===== config.mk =====
export PLATFORM = sky130hd
export DESIGN_NAME = erase_host
export DESIGN_NICKNAME = d
export VERILOG_FILES = /design/src/inc/erase_host_pkg.sv /design/src/erase_host.sv
export SDC_FILE = /design/constraint.sdc
export NUM_CORES = 1
export LEC_CHECK = 0
export ABC_AREA = 1
export BUFFER_PORTS_ARGS = -buffer_cell sky130_fd_sc_hd__buf_2
export CORE_ASPECT_RATIO = 1.4
export CORE_MARGIN = 2
export CORE_UTILIZATION = 61
export CTS_CLUSTER_DIAMETER = 50
export DETAILED_ROUTE_END_ITERATION = 8
export GPL_TIMING_DRIVEN = 1
export PLACE_DENSITY = 0.8
export SLEW_MARGIN = 20
export SYNTH_ARGS = -nofsm -noshare
export SYNTH_HDL_FRONTEND = slang
export SYNTH_SLANG_ARGS = --single-unit

===== constraint.sdc =====
create_clock -name CORE_CLK -period 2.7 [get_ports CORE_CLK]
set_clock_uncertainty 0.15 [all_clocks]
set_input_delay 0.135 -clock CORE_CLK [delete_from_list [all_inputs] [get_ports CORE_CLK]]
set_output_delay 0.135 -clock CORE_CLK [all_outputs]
set_load 0.03 [all_outputs]

===== src/inc/erase_host_pkg.sv =====
// Purpose: Shared constants and types for the bulk erase host sequencer.
// Assumes: Core clock of 10 MHz (100 ns period).
// Notes: Command codes and timing figures are those of the flash part driven.
package erase_host_pkg;
    localparam int CLK_PERIOD_NS = 100;
    // Command codes written to the flash command latch.
    localparam logic [7:0] CMD_READ = 8'h00;
    localparam logic [7:0] CMD_ERASE = 8'h20;
    localparam logic [7:0] CMD_PROG_SETUP = 8'h40;
    localparam logic [7:0] CMD_VERIFY = 8'hA0;
    localparam logic [7:0] CMD_RESET = 8'hFF;
    localparam logic [7:0] DATA_ERASED = 8'hFF;
    localparam logic [7:0] DATA_ZERO = 8'h00;
    localparam logic [15:0] ADDR_FIRST = 16'h0000;
    // Timing figures in their own units and derived cycle counts.
    localparam int ERASE_TIME_MS = 10;
    localparam int ERASE_CYCLES = (ERASE_TIME_MS * 1000000) / CLK_PERIOD_NS;
    localparam int SETTLE_TIME_US = 6;
    localparam int SETTLE_CYCLES = (SETTLE_TIME_US * 1000 + CLK_PERIOD_NS - 1) / CLK_PERIOD_NS;
    localparam int PROG_TIME_US = 10;
    localparam int PROG_CYCLES = (PROG_TIME_US * 1000 + CLK_PERIOD_NS - 1) / CLK_PERIOD_NS;
    localparam int MAX_PULSES = 1000;
    // Bus strobe phase lengths in cycles.
    localparam logic [3:0] PHASE_CYCLES = 4'h3;
    localparam logic [7:0] BUS_IDLE_DATA = 8'h00;

    // One bus cycle toward the flash pins.
    typedef struct packed {
        logic ce_n;
        logic oe_n;
        logic we_n;
        logic [15:0] addr;
        logic [7:0] dout;
        logic dq_oe_n;
    } flash_bus_t;
endpackage


===== src/erase_host.sv =====
// Purpose: Host sequencer that bulk erases a byte-wide flash through its pins.
// Assumes: One 10 MHz clock; flash read data arrives asynchronously on DQ_IN.
// Notes: Fill-to-zero uses byte program with program-verify before erase.
`timescale 1ns/100ps
`default_nettype none
module erase_host
    import erase_host_pkg::*;
#(
    parameter int ADDR_W = 16,
    parameter logic [15:0] LAST_ADDR = 16'hFFFF,
    parameter int ERASE_WAIT = ERASE_CYCLES,
    parameter int MAX_PULSE_COUNT = MAX_PULSES
) (
    input wire logic CORE_CLK,
    input wire logic RESET_N,
    input wire logic START,
    input wire logic [7:0] DQ_IN,
    output logic [15:0] ADDR,
    output logic [7:0] DQ_OUT,
    output logic DQ_OE_N,
    output logic CE_N,
    output logic OE_N,
    output logic WE_N,
    output logic BUSY,
    output logic DONE,
    output logic FAIL,
    output logic [9:0] PULSE_TALLY
);
    typedef enum {
        ST_IDLE, ST_SCAN_RD, ST_FILL_SETUP, ST_FILL_PROG, ST_FILL_WAIT,
        ST_FILL_VFY, ST_FILL_SETTLE, ST_FILL_RD, ST_ERS_SETUP, ST_ERS_GO,
        ST_ERS_WAIT, ST_VFY_CMD, ST_VFY_SETTLE, ST_VFY_RD, ST_EXIT_CMD,
        ST_END_CMD, ST_FINISH
    } state_t;
    typedef enum {BUS_IDLE, BUS_SETUP, BUS_STROBE, BUS_HOLD} bus_t;

    state_t state_q;
    bus_t bus_q;
    flash_bus_t pins_q;
    logic [15:0] addr_q;
    logic [7:0] wdata_q;
    logic rd_q;
    logic go_q;
    logic bus_done_q;
    logic [7:0] rdata_q;
    logic [3:0] phase_q;
    logic [31:0] wait_q;
    logic [9:0] erase_pulse_tally;
    logic erased_all_q;
    logic fail_q;
    logic [7:0] dq_s1_q;
    logic [7:0] dq_s2_q;
    logic [7:0] dq_s3_q;

    ////////////////////////////////////////////////////////////////////////
    // Three-stage capture of read data; the value is used once the last two stages agree.
    always_ff @(posedge CORE_CLK or negedge RESET_N) begin
        if (!RESET_N) begin
            dq_s1_q <= 8'h00;
            dq_s2_q <= 8'h00;
            dq_s3_q <= 8'h00;
        end else begin
            dq_s1_q <= DQ_IN;
            dq_s2_q <= dq_s1_q;
            dq_s3_q <= dq_s2_q;
        end
    end

    ////////////////////////////////////////////////////////////////////////
    // Bus cycle engine: setup, strobe low, hold, each PHASE_CYCLES long.
    // Address and data are set in setup so they stand before the one strobe
    // of the cycle (OE_N or WE_N) falls and stay through its rise and the hold.
    always_ff @(posedge CORE_CLK or negedge RESET_N) begin
        if (!RESET_N) begin
            bus_q <= BUS_IDLE;
            phase_q <= 4'h0;
            bus_done_q <= 1'b0;
            rdata_q <= 8'h00;
            pins_q <= '{ce_n: 1'b1, oe_n: 1'b1, we_n: 1'b1, addr: 16'h0000,
                        dout: BUS_IDLE_DATA, dq_oe_n: 1'b1};
        end else begin
            bus_done_q <= 1'b0;
            case (bus_q)
                BUS_IDLE: begin
                    if (go_q) begin
                        pins_q.addr <= addr_q;
                        pins_q.dout <= wdata_q;
                        pins_q.dq_oe_n <= rd_q;
                        pins_q.ce_n <= 1'b0;
                        phase_q <= PHASE_CYCLES;
                        bus_q <= BUS_SETUP;
                    end
                end
                BUS_SETUP: begin
                    phase_q <= phase_q - 4'h1;
                    if (phase_q == 4'h1) begin
                        pins_q.we_n <= rd_q;
                        pins_q.oe_n <= !rd_q;
                        phase_q <= PHASE_CYCLES;
                        bus_q <= BUS_STROBE;
                    end
                end
                BUS_STROBE: begin
                    phase_q <= phase_q - 4'h1;
                    if (phase_q == 4'h1) begin
                        pins_q.we_n <= 1'b1;
                        pins_q.oe_n <= 1'b1;
                        phase_q <= PHASE_CYCLES;
                        bus_q <= BUS_HOLD;
                    end
                end
                BUS_HOLD: begin
                    phase_q <= phase_q - 4'h1;
                    // The last stage lags the pins by three edges, so read data
                    // is only trusted here, while the last two stages agree.
                    if (dq_s2_q == dq_s3_q) begin
                        rdata_q <= dq_s3_q;
                    end
                    if (phase_q == 4'h1) begin
                        pins_q.ce_n <= 1'b1;
                        pins_q.dq_oe_n <= 1'b1;
                        bus_done_q <= 1'b1;
                        bus_q <= BUS_IDLE;
                    end
                end
                default: bus_q <= BUS_IDLE;
            endcase
        end
    end

    ////////////////////////////////////////////////////////////////////////
    // Erase flow sequencer; issues one bus cycle at a time and waits.
    // Read data comes from the hold phase of the bus engine, so a compare
    // made on bus_done_q always sees the byte of the cycle just ended.
    always_ff @(posedge CORE_CLK or negedge RESET_N) begin
        if (!RESET_N) begin
            state_q <= ST_IDLE;
            go_q <= 1'b0;
            rd_q <= 1'b1;
            addr_q <= ADDR_FIRST;
            wdata_q <= CMD_READ;
            wait_q <= 32'h0000_0000;
            erase_pulse_tally <= 10'h000;
            erased_all_q <= 1'b1;
            fail_q <= 1'b0;
        end else begin
            go_q <= 1'b0;
            if (wait_q != 32'h0000_0000) begin
                wait_q <= wait_q - 32'h0000_0001;
            end
            case (state_q)
                ST_IDLE: begin
                    if (START) begin
                        fail_q <= 1'b0;
                        erased_all_q <= 1'b1;
                        addr_q <= ADDR_FIRST;
                        erase_pulse_tally <= 10'h000;
                        rd_q <= 1'b1;
                        go_q <= 1'b1;
                        state_q <= ST_SCAN_RD;
                    end
                end
                ST_SCAN_RD: begin
                    if (bus_done_q) begin
                        if (rdata_q != DATA_ERASED) begin
                            erased_all_q <= 1'b0;
                        end
                        if (addr_q == LAST_ADDR) begin
                            addr_q <= ADDR_FIRST;
                            rd_q <= 1'b0;
                            wdata_q <= (erased_all_q && rdata_q == DATA_ERASED) ?
                                CMD_RESET : CMD_PROG_SETUP;
                            go_q <= 1'b1;
                            state_q <= (erased_all_q && rdata_q == DATA_ERASED) ?
                                ST_FINISH : ST_FILL_SETUP;
                        end else begin
                            addr_q <= addr_q + 16'h0001;
                            go_q <= 1'b1;
                        end
                    end
                end
                ST_FILL_SETUP: begin
                    if (bus_done_q) begin
                        wdata_q <= DATA_ZERO;
                        go_q <= 1'b1;
                        state_q <= ST_FILL_PROG;
                    end
                end
                ST_FILL_PROG: begin
                    if (bus_done_q) begin
                        wait_q <= 32'(PROG_CYCLES);
                        state_q <= ST_FILL_WAIT;
                    end
                end
                ST_FILL_WAIT: begin
                    if (wait_q == 32'h0000_0000) begin
                        wdata_q <= 8'hC0;
                        go_q <= 1'b1;
                        state_q <= ST_FILL_VFY;
                    end
                end
                ST_FILL_VFY: begin
                    if (bus_done_q) begin
                        wait_q <= 32'(SETTLE_CYCLES);
                        state_q <= ST_FILL_SETTLE;
                    end
                end
                ST_FILL_SETTLE: begin
                    if (wait_q == 32'h0000_0000) begin
                        rd_q <= 1'b1;
                        go_q <= 1'b1;
                        state_q <= ST_FILL_RD;
                    end
                end
                ST_FILL_RD: begin
                    if (bus_done_q) begin
                        rd_q <= 1'b0;
                        go_q <= 1'b1;
                        if (rdata_q != DATA_ZERO) begin
                            wdata_q <= CMD_PROG_SETUP;
                            state_q <= ST_FILL_SETUP;
                        end else if (addr_q == LAST_ADDR) begin
                            addr_q <= ADDR_FIRST;
                            wdata_q <= CMD_ERASE;
                            state_q <= ST_ERS_SETUP;
                        end else begin
                            addr_q <= addr_q + 16'h0001;
                            wdata_q <= CMD_PROG_SETUP;
                            state_q <= ST_FILL_SETUP;
                        end
                    end
                end
                ST_ERS_SETUP: begin
                    if (bus_done_q) begin
                        go_q <= 1'b1;
                        state_q <= ST_ERS_GO;
                    end
                end
                ST_ERS_GO: begin
                    if (bus_done_q) begin
                        wait_q <= 32'(ERASE_WAIT);
                        erase_pulse_tally <= erase_pulse_tally + 10'h001;
                        state_q <= ST_ERS_WAIT;
                    end
                end
                ST_ERS_WAIT: begin
                    if (wait_q == 32'h0000_0000) begin
                        wdata_q <= CMD_VERIFY;
                        go_q <= 1'b1;
                        state_q <= ST_VFY_CMD;
                    end
                end
                ST_VFY_CMD: begin
                    if (bus_done_q) begin
                        wait_q <= 32'(SETTLE_CYCLES);
                        state_q <= ST_VFY_SETTLE;
                    end
                end
                ST_VFY_SETTLE: begin
                    if (wait_q == 32'h0000_0000) begin
                        rd_q <= 1'b1;
                        go_q <= 1'b1;
                        state_q <= ST_VFY_RD;
                    end
                end
                ST_VFY_RD: begin
                    if (bus_done_q) begin
                        rd_q <= 1'b0;
                        if (rdata_q != DATA_ERASED) begin
                            if (32'(erase_pulse_tally) >= 32'(MAX_PULSE_COUNT)) begin
                                fail_q <= 1'b1;
                                wdata_q <= CMD_RESET;
                                go_q <= 1'b1;
                                state_q <= ST_END_CMD;
                            end else begin
                                wdata_q <= CMD_ERASE;
                                go_q <= 1'b1;
                                state_q <= ST_ERS_SETUP;
                            end
                        end else if (addr_q == LAST_ADDR) begin
                            wdata_q <= CMD_READ;
                            go_q <= 1'b1;
                            state_q <= ST_EXIT_CMD;
                        end else begin
                            addr_q <= addr_q + 16'h0001;
                            wdata_q <= CMD_VERIFY;
                            go_q <= 1'b1;
                            state_q <= ST_VFY_CMD;
                        end
                    end
                end
                ST_EXIT_CMD: begin
                    if (bus_done_q) begin
                        wdata_q <= CMD_RESET;
                        go_q <= 1'b1;
                        state_q <= ST_END_CMD;
                    end
                end
                ST_END_CMD: begin
                    if (bus_done_q) begin
                        go_q <= 1'b1;
                        state_q <= ST_FINISH;
                    end
                end
                ST_FINISH: begin
                    if (bus_done_q) begin
                        state_q <= ST_IDLE;
                    end
                end
                default: state_q <= ST_IDLE;
            endcase
        end
    end

    ////////////////////////////////////////////////////////////////////////
    // Status outputs, registered.
    always_ff @(posedge CORE_CLK or negedge RESET_N) begin
        if (!RESET_N) begin
            BUSY <= 1'b0;
            DONE <= 1'b0;
            FAIL <= 1'b0;
            PULSE_TALLY <= 10'h000;
        end else begin
            BUSY <= (state_q != ST_IDLE);
            DONE <= (state_q == ST_FINISH) && bus_done_q;
            FAIL <= fail_q;
            PULSE_TALLY <= erase_pulse_tally;
        end
    end

    // Pin outputs come straight from the bus engine flops.
    assign ADDR = pins_q.addr;
    assign DQ_OUT = pins_q.dout;
    assign DQ_OE_N = pins_q.dq_oe_n;
    assign CE_N = pins_q.ce_n;
    assign OE_N = pins_q.oe_n;
    assign WE_N = pins_q.we_n;
endmodule
`default_nettype wire


==> results of run 1 <==
==> final cells by class <==
type,instances,area [um^2]
repair buffers,70,441.7
clock buffers,17,425.4
well taps,150,187.7
clock inverters,15,178.9
inverters,111,419.2
flip-flops and latches,147,3686
multi-input cells,698,3415
fillers,1003,3498
==> worst max path at each step <==
stage,start,endpoint,slack (ns)
2_1_floorplan,wait_q[0],state_q[1],0.75
3_3_place_gp,state_q[3],addr_q[6],0.36
3_5_place_dp,state_q[3],addr_q[15],0.33
4_1_cts,state_q[3],addr_q[10],0.29
5_1_grt,wait_q[0],state_q[3],0.06
6_report,state_q[3],addr_q[7],0.27
==> flip-flops by register name, summed over array words and instances, names as in the netlist, 2 cells and up <==
| name | flops |
|---|---|
| PULSE_TALLY | 10 |
| ADDR | 16 |
| rdata_q | 8 |
| dq_s2_q | 8 |
| wait_q | 32 |
| dq_s1_q | 8 |
| erase_pulse_tally | 10 |
| dq_s3_q | 8 |
| wdata_q | 4 |
| bus_q | 2 |
| phase_q | 4 |
| DQ_OUT | 4 |
| addr_q | 16 |
| state_q | 5 |
==> cell families (layout without fill, tap and decap cells) <==
family	Yosys count	after routing	share of synthesized area
mux	7	7	0.01033
flops	147	147	0.4830
compound gates	116	116	0.08428
buf+inv	129	213	0.06952
simple gates	546	546	0.3146
xor+xnor	19	19	0.02181
fa+ha+maj	10	10	0.01640
==> worst max-delay path: cells and delay by family, from the launching register on <==
kind	cells	cell delay [ns]
simple gates	9	1.29
flops	1	0.46
buf+inv	2	0.39
compound gates	1	0.07
==> per-stage QoR <==
stage / hold slack (ns) / worst slack [ns] / total power, uW / util / instances
detailed placement: -0.03163 / 0.3285 / 5980 / 0.6570 / 1166
global placement: -0.03509 / 0.3642 / 5937 / 0.6570 / 1166
floorplan: -0.3106 / 0.7475 / 5297 / - / 974
CTS: 0.09763 / 0.2910 / 8363 / 0.7145 / 1208
finish: 0.07733 / 0.2666 / 8362 / 0.7145 / 1208
global route: 0.1422 / 0.06430 / 8949 / 0.7145 / 1208
==> what timing repair did <==
| item | 4_1_cts | 5_1_grt |
|---|---|---|
| hold endpoints to repair | 126 | 0 |
| setup endpoints to repair | 0 | 0 |
| hold buffers | 10 | 0 |
==> metal layers <==
metal | global-route usage | wire, um
met2 | 0.5166 | 9662
met5 | 0 | 0
met4 | 0.1499 | 770
met1 | 0.3224 | 7104
met3 | 0.05090 | 739
==> synth_stat cells <==
cell type  instances  area share
o211ai_1           3      0.0030
nand4_1           26       0.021
buf_2              5      0.0033
ha_1              10       0.016
nand2_2            8      0.0066
buf_6              2      0.0030
o21a_1             2      0.0020
nor2_1           123       0.061
o31ai_1            1     0.00098
inv_4              1     0.00082
a21oi_4            1      0.0021
o21bai_1           1     0.00098
xnor2_1            5      0.0057
inv_2              9      0.0044
dfstp_2            6       0.021
nor3_1            25       0.016
o21ai_2            1      0.0011
or2_2              1     0.00082
nor4_1             5      0.0041
o2111ai_1          1      0.0011
o21ai_1            6      0.0039
o311ai_0           1      0.0011
a211oi_1           3      0.0030
o21ai_0           63       0.041
xor2_1            14       0.016
o32ai_1            2      0.0023
o22ai_1            2      0.0016
inv_1            101       0.050
nor2_4             8       0.012
nand2_1          265        0.13
dfrtp_1          141        0.46
buf_4              6      0.0059
nand3_1           65       0.043
and3_1             1     0.00082
nand2_4            1      0.0015
nand3_2            5      0.0066
a31oi_1            4      0.0033
nor2_2             9      0.0074
clkbuf_1           5      0.0025
mux2_2             7       0.010
a21oi_1           25       0.016
nand3b_1           4      0.0039
==> power by group through the flow <==
| stage | Sequential [uW] | Clock [uW] | Combinational (uW) |
|---|---|---|---|
| after CTS | 3030 | 2380 | 2960 |
| after global placement | 3050 | 0 | 2890 |
| after global routing | 3090 | 2480 | 3380 |
| after detailed placement | 3060 | 0 | 2920 |
| final | 3040 | 2350 | 2970 |
| after floorplan | 3080 | 0 | 2220 |
==> metrics.yaml, run 1 <==
power_and_ir_drop:
  combPwrFrac: 0.356
  intPower_uw: 4862
  netSwitchingPower_uw: 3500
  seqPwrFrac: 0.363
  power_density_nw_per_um2: 955.3
  swShare: 0.4185
  ir_drop_v: 0.0005351
  pwr-share-clk: 0.281
  leakagePower_uw: 0.004410
place:
  portBuffers: 51
  post_dp_cell_area_um2: 8049
  place_congestion: 0.9641
  dpl.hpwl_mm: 13.18
drt:
  firstDrtPassIters: 8
  routedWlPerCell_um: 15.13
  viasPerCell: 5.539
  vias: 6691
  post-route-drc-count: 0
  first_iter_violations: 433
  antenna_left: 0
  wirelength_mm: 18.28
layout:
  final_common_cell: "nand2_1"
  nets: 1066
  area_growth_pct: 14.71
  drive_gt1_frac: 0.1408
  finalInstanceArea_um2: 8753
  antennaDiodeCount: 0
  final_cell_mix: "265 x nand2_1, 141 x dfrtp_1, 123 x nor2_1"
floorplanning:
  pin_count: 52
  die_y_um: 136.3
  die_area_um2: 13430
  rows: 48
  initial_core_util: 0.6229
  core_um2: 12250
  dieWidth_um: 98.53
run_status:
  status: "finished clean"
critical_path:
  ff2ff_setup_slack_ns: 0.27
  reg2reg_depth: 12
  critical-path-max-stage-delay_ns: 0.46
  reg2reg_to: "addr_q[7]"
  path_common_cell: "nand2_1"
  cp-end-kind: "register"
  cp.arrival_ns: 2.65
  crit_fanout: 21
  crit_chain: "inv_2 -> nor2_4 -> nand2_1 -> nor2_4 -> nor2_2 -> nand2_2 -> o21ai_1 -> nor2_2 -> nand2_2 -> inv_2 -> nand2_1 -> nand2_1"
  cp.required_ns: 2.92
  path_class: "reg -> reg"
  crit_slowest_cell: "dfrtp_1"
  start_kind: "register"
  r2r_start: "state_q[3]"
cts:
  cts_tree: "yes"
  clk_pin_slew_ns: 0.07
  cts.sinks: 147
  worstSkewPairLatency_ns: 0.43
  numCtsBuffers: 17
  cts-root-buf: "clkbuf_16"
  cts_resized: 0
  htreeDepth: 4
  postCtsSetupBuffers: 0
  clockBufferDepth: 2
flow_run:
  cap_violations: 0
sta:
  setup_tns_ns: 0
  setup_viol: 0
  period_needed_ns: 2.433
  slew_headroom: 0.5978
  fmax_ghz: 0.4109
  hold_viol_final: 0
  report.final.slew_viol_count: 0
  min_period_over_period: 0.9013
  worstMarginPinSlew_ns: 0.5986
  rsz0062_at_grt: "false"
global_route:
  antenna_found_initial: 0
  grt_use_total: 0.2867
  grt_pass1_vias: 6521
  grt_max_degree: 62
  gr-total-overflow: 0
  grt_pass1_wl_mm: 30.46
synthesis:
  synth-seq-cells: 147
  synth_cell_types: 42
  synthCells: 974
  syn_area_um2: 7631
  seq_area_frac_synth: 0.4830
  ys_warn_count: 0
  syn_nets: 995
  syn_area_per_cell_um2: 7.835
worst_hold_path:
  hold_class: "in -> async"
No activity file was read; power rests on OpenSTA's default activity.
==> inputs of run 2 (changes only) <==
==> constraint.sdc (replaced) <==
create_clock -name CORE_CLK -period 2.35 [get_ports CORE_CLK]
set_clock_uncertainty 0.15 [all_clocks]
set_input_delay 0.1175 -clock CORE_CLK [delete_from_list [all_inputs] [get_ports CORE_CLK]]
set_output_delay 0.1175 -clock CORE_CLK [all_outputs]
set_load 0.03 [all_outputs]
==> metrics.yaml, run 2 (same netlist as run 1, synthesis figures left out) <==
run_status:
  status: "finished clean"  # unchanged
cts:
  cts.sinks: 147  # unchanged
  clk_pin_slew_ns: 0.08  # was 0.07 ns
  numCtsBuffers: 17  # unchanged
  cts-root-buf: "clkbuf_16"  # unchanged
  cts_tree: "yes"  # unchanged
  clockBufferDepth: 2  # unchanged
  htreeDepth: 4  # unchanged
  worstSkewPairLatency_ns: 0.43  # about the same
critical_path:
  start_kind: "register"  # unchanged
  critical-path-max-stage-delay_ns: 0.60  # was 0.46 ns
  cp.required_ns: 2.54  # was 2.92 ns
  reg2reg_depth: 9  # was 12
  cp-end-kind: "register"  # unchanged
  cp.arrival_ns: 2.39  # was 2.65 ns
  crit_slowest_cell: "dfrtp_1"  # unchanged
  crit_chain: "inv_1 -> nor2_1 -> nand2_2 -> o21ai_0 -> nor2_1 -> nand2_2 -> buf_4 -> nand2_1 -> o21ai_1"  # was inv_2 -> nor2_4 -> nand2_1 -> nor2_4 -> nor2_2 -> nand2_2 -> o21ai_1 -> nor2_2 -> nand2_2 -> inv_2 -> nand2_1 -> nand2_1
  ff2ff_setup_slack_ns: 0.14  # was 0.27 ns
  r2r_start: "state_q[2]"  # was state_q[3]
  crit_fanout: 12  # was 21
  crit_start: "state_q[2]"  # was state_q[3]
  path_class: "reg -> reg"  # unchanged
  reg2reg_to: "addr_q[2]"  # was addr_q[7]
place:
  place_inst: 1183  # was 1166
  dpl_worst_slack_ns: 0.1550  # was 0.3285 ns
  dpl.hpwl_mm: 13.36  # was 13.18 mm
  portBuffers: 51  # unchanged
  place_congestion: 1.057  # was 0.9641
global_route:
  antenna_found_initial: 0  # unchanged
  gr-total-overflow: 0  # unchanged
  grt_use_total: 0.2973  # was 0.2867
  grt_pass1_wl_mm: 31.28  # was 30.46 mm
  grt_pass1_vias: 6670  # was 6521
  grt_max_degree: 53  # was 62
sta:
  worstMarginPinSlew_ns: 0.5723  # was 0.5986 ns
  fmax_ghz: 0.4532  # was 0.4109 GHz
  hold_ws_ns: 0.02439  # was 0.07733 ns
  setup_viol: 0  # unchanged
  period_needed_ns: 2.207  # was 2.433 ns
  slew_headroom: 0.6155  # was 0.5978
  report.final.slew_viol_count: 0  # unchanged
  rsz0062_at_grt: "false"  # unchanged
  min_period_over_period: 0.9390  # was 0.9013
  setup_tns_ns: 0  # unchanged
  postLayoutSetupSlackWorst_ns: 0.1433  # was 0.2666 ns
  hold_viol_final: 0  # unchanged
layout:
  antennaDiodeCount: 0  # unchanged
  stdcell_count: 1226  # was 1208
  nets: 1084  # was 1066
  final_common_cell: "nand2_1"  # unchanged
  regMostFlops: "wait_q"  # unchanged
  area_growth_pct: 16.94  # was 14.71%
  final_cell_mix: "264 x nand2_1, 141 x dfrtp_1, 122 x nor2_1"  # was 265 x nand2_1, 141 x dfrtp_1, 123 x nor2_1
  final_util: 0.7284  # was 0.7145
  drive_gt1_frac: 0.1580  # was 0.1408
  largest_register_ff_count: 32  # unchanged
drt:
  antenna_left: 0  # unchanged
  met2_length_mm: 9.839  # was 9.662 mm
  viasPerCell: 5.600  # was 5.539
  met3_wirelength_um: 779  # was 739 um
  post-route-drc-count: 0  # unchanged
  drt-met1-wl_mm: 7.024  # was 7.104 mm
  top_layer_used: "met4"  # unchanged
  firstDrtPassIters: 5  # was 8
  first_iter_violations: 416  # was 433
  wirelength_mm: 18.71  # was 18.28 mm
  vias: 6865  # was 6691
  routedWlPerCell_um: 15.26  # was 15.13 um
floorplanning:
  rows: 48  # unchanged
  die_y_um: 136.3  # unchanged
  pin_count: 52  # unchanged
  core_um2: 12250  # unchanged
  die_area_um2: 13430  # unchanged
  dieWidth_um: 98.53  # unchanged
  initial_core_util: 0.6229  # unchanged
power_and_ir_drop:
  leakagePower_uw: 0.004520  # was 0.004410 uW
  ir_drop_v: 0.0007046  # was 0.0005351 V
  power_density_nw_per_um2: 1107  # was 955.3 nW/um^2
worst_hold_path:
  hold_class: "in -> reg"  # was in -> async
  min_path_cells: 5
  min_from: "START"
  min_to: "erase_pulse_tally[7]"
flow_run:
  cap_violations: 0  # unchanged
run 2: worst max path at each step:
stage               slack (ns)    endpoint
detailed placement        0.15  state_q[2]
floorplan                 0.40  state_q[1]
global route             0.009  wdata_q[7]
CTS                        0.1  wdata_q[7]
finish                    0.14   addr_q[2]
global placement          0.22  state_q[2]
run 2: layout make-up:
cell class                 count  area, um^2
sequential                   147        3686
multi-input combinational    698        3430
clock buffer                  17       425.4
timing repair buffer          88       574.3
inverter                     111       419.2
tap                          150       187.7
fill                         996        3328
clock inverter                15       201.4
run 2: stage by stage:
stage,cell area [um^2],power [uW]
2_1_floorplan,7631,6085
3_3_place_gp,8177,6971
3_5_place_dp,8177,7026
4_1_cts,8894,9835
5_1_grt,8924,10530
6_report,8924,9876
run 2: worst max-delay path, delay by kind of cell (launching register included):
kind,cells,cell delay (ns)
and+or+nand+nor,5,0.68
DFF,1,0.60
buffers and inverters,2,0.37
AOI/OAI and AO/OA,2,0.32
run 2: power by group:
| group | internal, uW | switching (uW) | leakage (uW) | total (uW) |
|---|---|---|---|---|
| combinational | 1200 | 2400 | 0.00230 | 3610 |
| sequential | 3060 | 448 | 0.00191 | 3510 |
| clock | 1460 | 1300 | 0.000302 | 2760 |
run 2: repair_timing:
action | in CTS | in global routing
hold endpoints to repair | 150 | 0
hold buffers | 9 | 0
gates resized for setup | 0 | 4
endpoints found under the setup margin | 0 | 9
setup buffers | 0 | 2
run 2: layer usage:
layer / vias to the layer above / GRT usage
met4: 0 / 0.1781
met5: - / 0
li1: 3333 / -
met1: 3196 / 0.3267
met3: 83 / 0.04730
met2: 253 / 0.5370
==> inputs of run 3 (changes only) <==
--- a/config.mk
+++ b/config.mk
@@ -7,7 +7,8 @@
 export LEC_CHECK = 0
 export ABC_AREA = 1
 export BUFFER_PORTS_ARGS = -buffer_cell sky130_fd_sc_hd__buf_2
-export CORE_ASPECT_RATIO = 1.4
+export CAP_MARGIN = 0
+export CORE_ASPECT_RATIO = 1.25
 export CORE_MARGIN = 2
 export CORE_UTILIZATION = 61
 export CTS_CLUSTER_DIAMETER = 50
==> metrics.yaml, run 3 (same netlist as run 1, synthesis figures left out) <==
run_status:
  status: "finished clean"  # unchanged
cts:
  numCtsBuffers: 17  # unchanged
  clockBufferDepth: 2  # unchanged
  clk_pin_slew_ns: 0.07  # was 0.08 ns
  cts_tree: "yes"  # unchanged
  htreeDepth: 4  # unchanged
  cts.sinks: 147  # unchanged
  cts-root-buf: "clkbuf_16"  # unchanged
  worstSkewPairLatency_ns: 0.43  # about the same
critical_path:
  crit_fanout: 9  # was 12
  cp_num_buf_inv: 1  # was 2
  ff2ff_setup_slack_ns: 0.12  # was 0.14 ns
  path_class: "reg -> reg"  # unchanged
  crit_slowest_cell: "dfrtp_1"  # unchanged
  cp-end-kind: "register"  # unchanged
  path_common_cell: "nand2_1"
  cp_top_family: "simple AND/OR/NAND/NOR gates"  # unchanged
  critical-path-max-stage-delay_ns: 0.37  # was 0.60 ns
  start_kind: "register"  # unchanged
  crit_chain: "inv_2 -> ha_2 -> nand2_1 -> nor2_4 -> nand2_1 -> nor2_4 -> nand2_4 -> a21oi_4 -> nand3_2 -> nand2_1 -> nand2_1"  # was inv_1 -> nor2_1 -> nand2_2 -> o21ai_0 -> nor2_1 -> nand2_2 -> buf_4 -> nand2_1 -> o21ai_1
  cp.arrival_ns: 2.40  # was 2.39 ns
  cp.required_ns: 2.52  # was 2.54 ns
floorplanning:
  die_y_um: 129.1  # was 136.3 um
  rows: 45  # was 48
  core_um2: 12160  # was 12250 um^2
  die_area_um2: 13430  # about the same
  pin_count: 52  # unchanged
  initial_core_util: 0.6275  # was 0.6229
  dieWidth_um: 104.0  # was 98.53 um
sta:
  fmax_ghz: 0.4490  # was 0.4532 GHz
  min_period_over_period: 0.9476  # was 0.9390
  worstMarginPinSlew_ns: 0.5775  # was 0.5723 ns
  report.final.slew_viol_count: 0  # unchanged
  slew_headroom: 0.6120  # was 0.6155
  setup_viol: 0  # unchanged
  period_needed_ns: 2.227  # was 2.207 ns
  setup_tns_ns: 0  # unchanged
  hold_viol_final: 0  # unchanged
  postLayoutSetupSlackWorst_ns: 0.1230  # was 0.1433 ns
power_and_ir_drop:
  total_power_uw: 9992  # was 9876 uW
  ir_drop_v: 0.0006838  # was 0.0007046 V
  leakagePower_uw: 0.004529  # was 0.004520 uW
  power_density_nw_per_um2: 1115  # was 1107 nW/um^2
drt:
  viasPerCell: 5.558  # was 5.600
  first_iter_violations: 384  # was 416
  wirelength_mm: 18.95  # was 18.71 mm
  antenna_left: 0  # unchanged
  routedWlPerCell_um: 15.24  # was 15.26 um
  firstDrtPassIters: 5  # unchanged
  post-route-drc-count: 0  # unchanged
  vias: 6908  # was 6865
layout:
  seq_area_um2: 3686  # unchanged
  multiInputGateArea_um2: 3445  # was 3430 um^2
  drive_gt1_frac: 0.1613  # was 0.1580
  area_growth_pct: 17.45  # was 16.94%
  final_common_cell: "nand2_1"  # unchanged
  final_cell_mix: "265 x nand2_1, 141 x dfrtp_1, 121 x nor2_1"  # was 264 x nand2_1, 141 x dfrtp_1, 122 x nor2_1
  fillers: 991  # was 996
  antennaDiodeCount: 0  # unchanged
  largest_register_ff_count: 32  # unchanged
  nets: 1087  # was 1084
  finalInstanceArea_um2: 8962  # was 8924 um^2
  stdcell_count: 1243  # was 1226
  regMostFlops: "wait_q"  # unchanged
place:
  portBuffers: 51  # unchanged
  dpl.hpwl_mm: 13.43  # was 13.36 mm
  dpl_worst_slack_ns: 0.1117  # was 0.1550 ns
  post_dp_cell_area_um2: 8202  # was 8177 um^2
  place_congestion: 1.011  # was 1.057
  place_inst: 1198  # was 1183
global_route:
  grt_pass1_vias: 6671  # was 6670
  grt_max_degree: 66  # was 53
  grt_use_total: 0.2931  # was 0.2973
  gr-total-overflow: 0  # unchanged
  antenna_found_initial: 0  # unchanged
  grt_pass1_wl_mm: 31.12  # was 31.28 mm
flow_run:
  cap_violations: 0  # unchanged
worst_hold_path:
  hold_class: "in -> reg"  # unchanged
run 3: changes by cell type in the layout (fill, tap and decap cells not counted), moves of 2 or more:
| cell | previous run | this run |
|---|---|---|
| clkinv_8 | 7 | 1 |
| inv_6 | 1 | 6 |
| bufinv_16 | 0 | 2 |
| buf_4 | 27 | 30 |
| clkinv_4 | 2 | 0 |
run 3: routing by layer:
| metal | up-vias | track usage | wire (um) |
|---|---|---|---|
| met5 | - | 0 | 0 |
| met4 | 0 | 0.1542 | 674 |
| met3 | 56 | 0.04225 | 825 |
| met2 | 236 | 0.5391 | 9963 |
| met1 | 3283 | 0.3333 | 7484 |
| li1 | 3333 | - | - |
run 3: area by class of cell:
| class | instances | share of cell area |
|---|---|---|
| clock inverter | 14 | 0.02024 |
| clock buffer | 18 | 0.04788 |
| multi-input combinational | 698 | 0.3843 |
| inverter | 111 | 0.04677 |
| tap | 164 | 0.02290 |
| timing repair buffer | 91 | 0.06659 |
| sequential | 147 | 0.4113 |
run 3: path summary, 6_finish.rpt:
| path | start | to | cells after the start |
|---|---|---|---|
| max | wait_q[0] | state_q[2] | 11 |
| min | START | erased_all_q | 4 |
| max reg2reg | wait_q[0] | state_q[2] | 11 |
| min reg2reg | dq_s1_q[1] | dq_s2_q[1] | 0 |
| max in group asynchronous | RESET_N | rd_q | 3 |
| min in group asynchronous | RESET_N | FAIL | 2 |
run 3: power by group:
part           leakage (uW)  switching, uW  total (uW)  internal (uW)
clock network      0.000297           1210        2830           1620
logic               0.00232           2420        3660           1240
registers           0.00191            448        3510           3060
total               0.00453           4070        9990           5920
run 3: tightest hold or removal path: stages:
cell	delay, ns
buf_2	0.11
nand2_2	0.08
buf_4	0.17
o21ai_0	0.07
run 3: per-stage QoR:
step | hold slack (ns) | utilization
3_3_place_gp | -0.05415 | 0.6744
4_1_cts | 0.009529 | 0.7320
5_1_grt | 0.04156 | 0.7369
3_5_place_dp | -0.05108 | 0.6744
6_report | 0.01588 | 0.7369
2_1_floorplan | -0.3281 | -
run 3: what timing repair did:
| action | CTS | global route |
|---|---|---|
| gates resized for setup | 0 | 8 |
| buffers inserted | 0 | 4 |
| endpoints found under the hold margin | 149 | 0 |
| hold buffers | 9 | 0 |
| setup endpoints to repair | 0 | 12 |
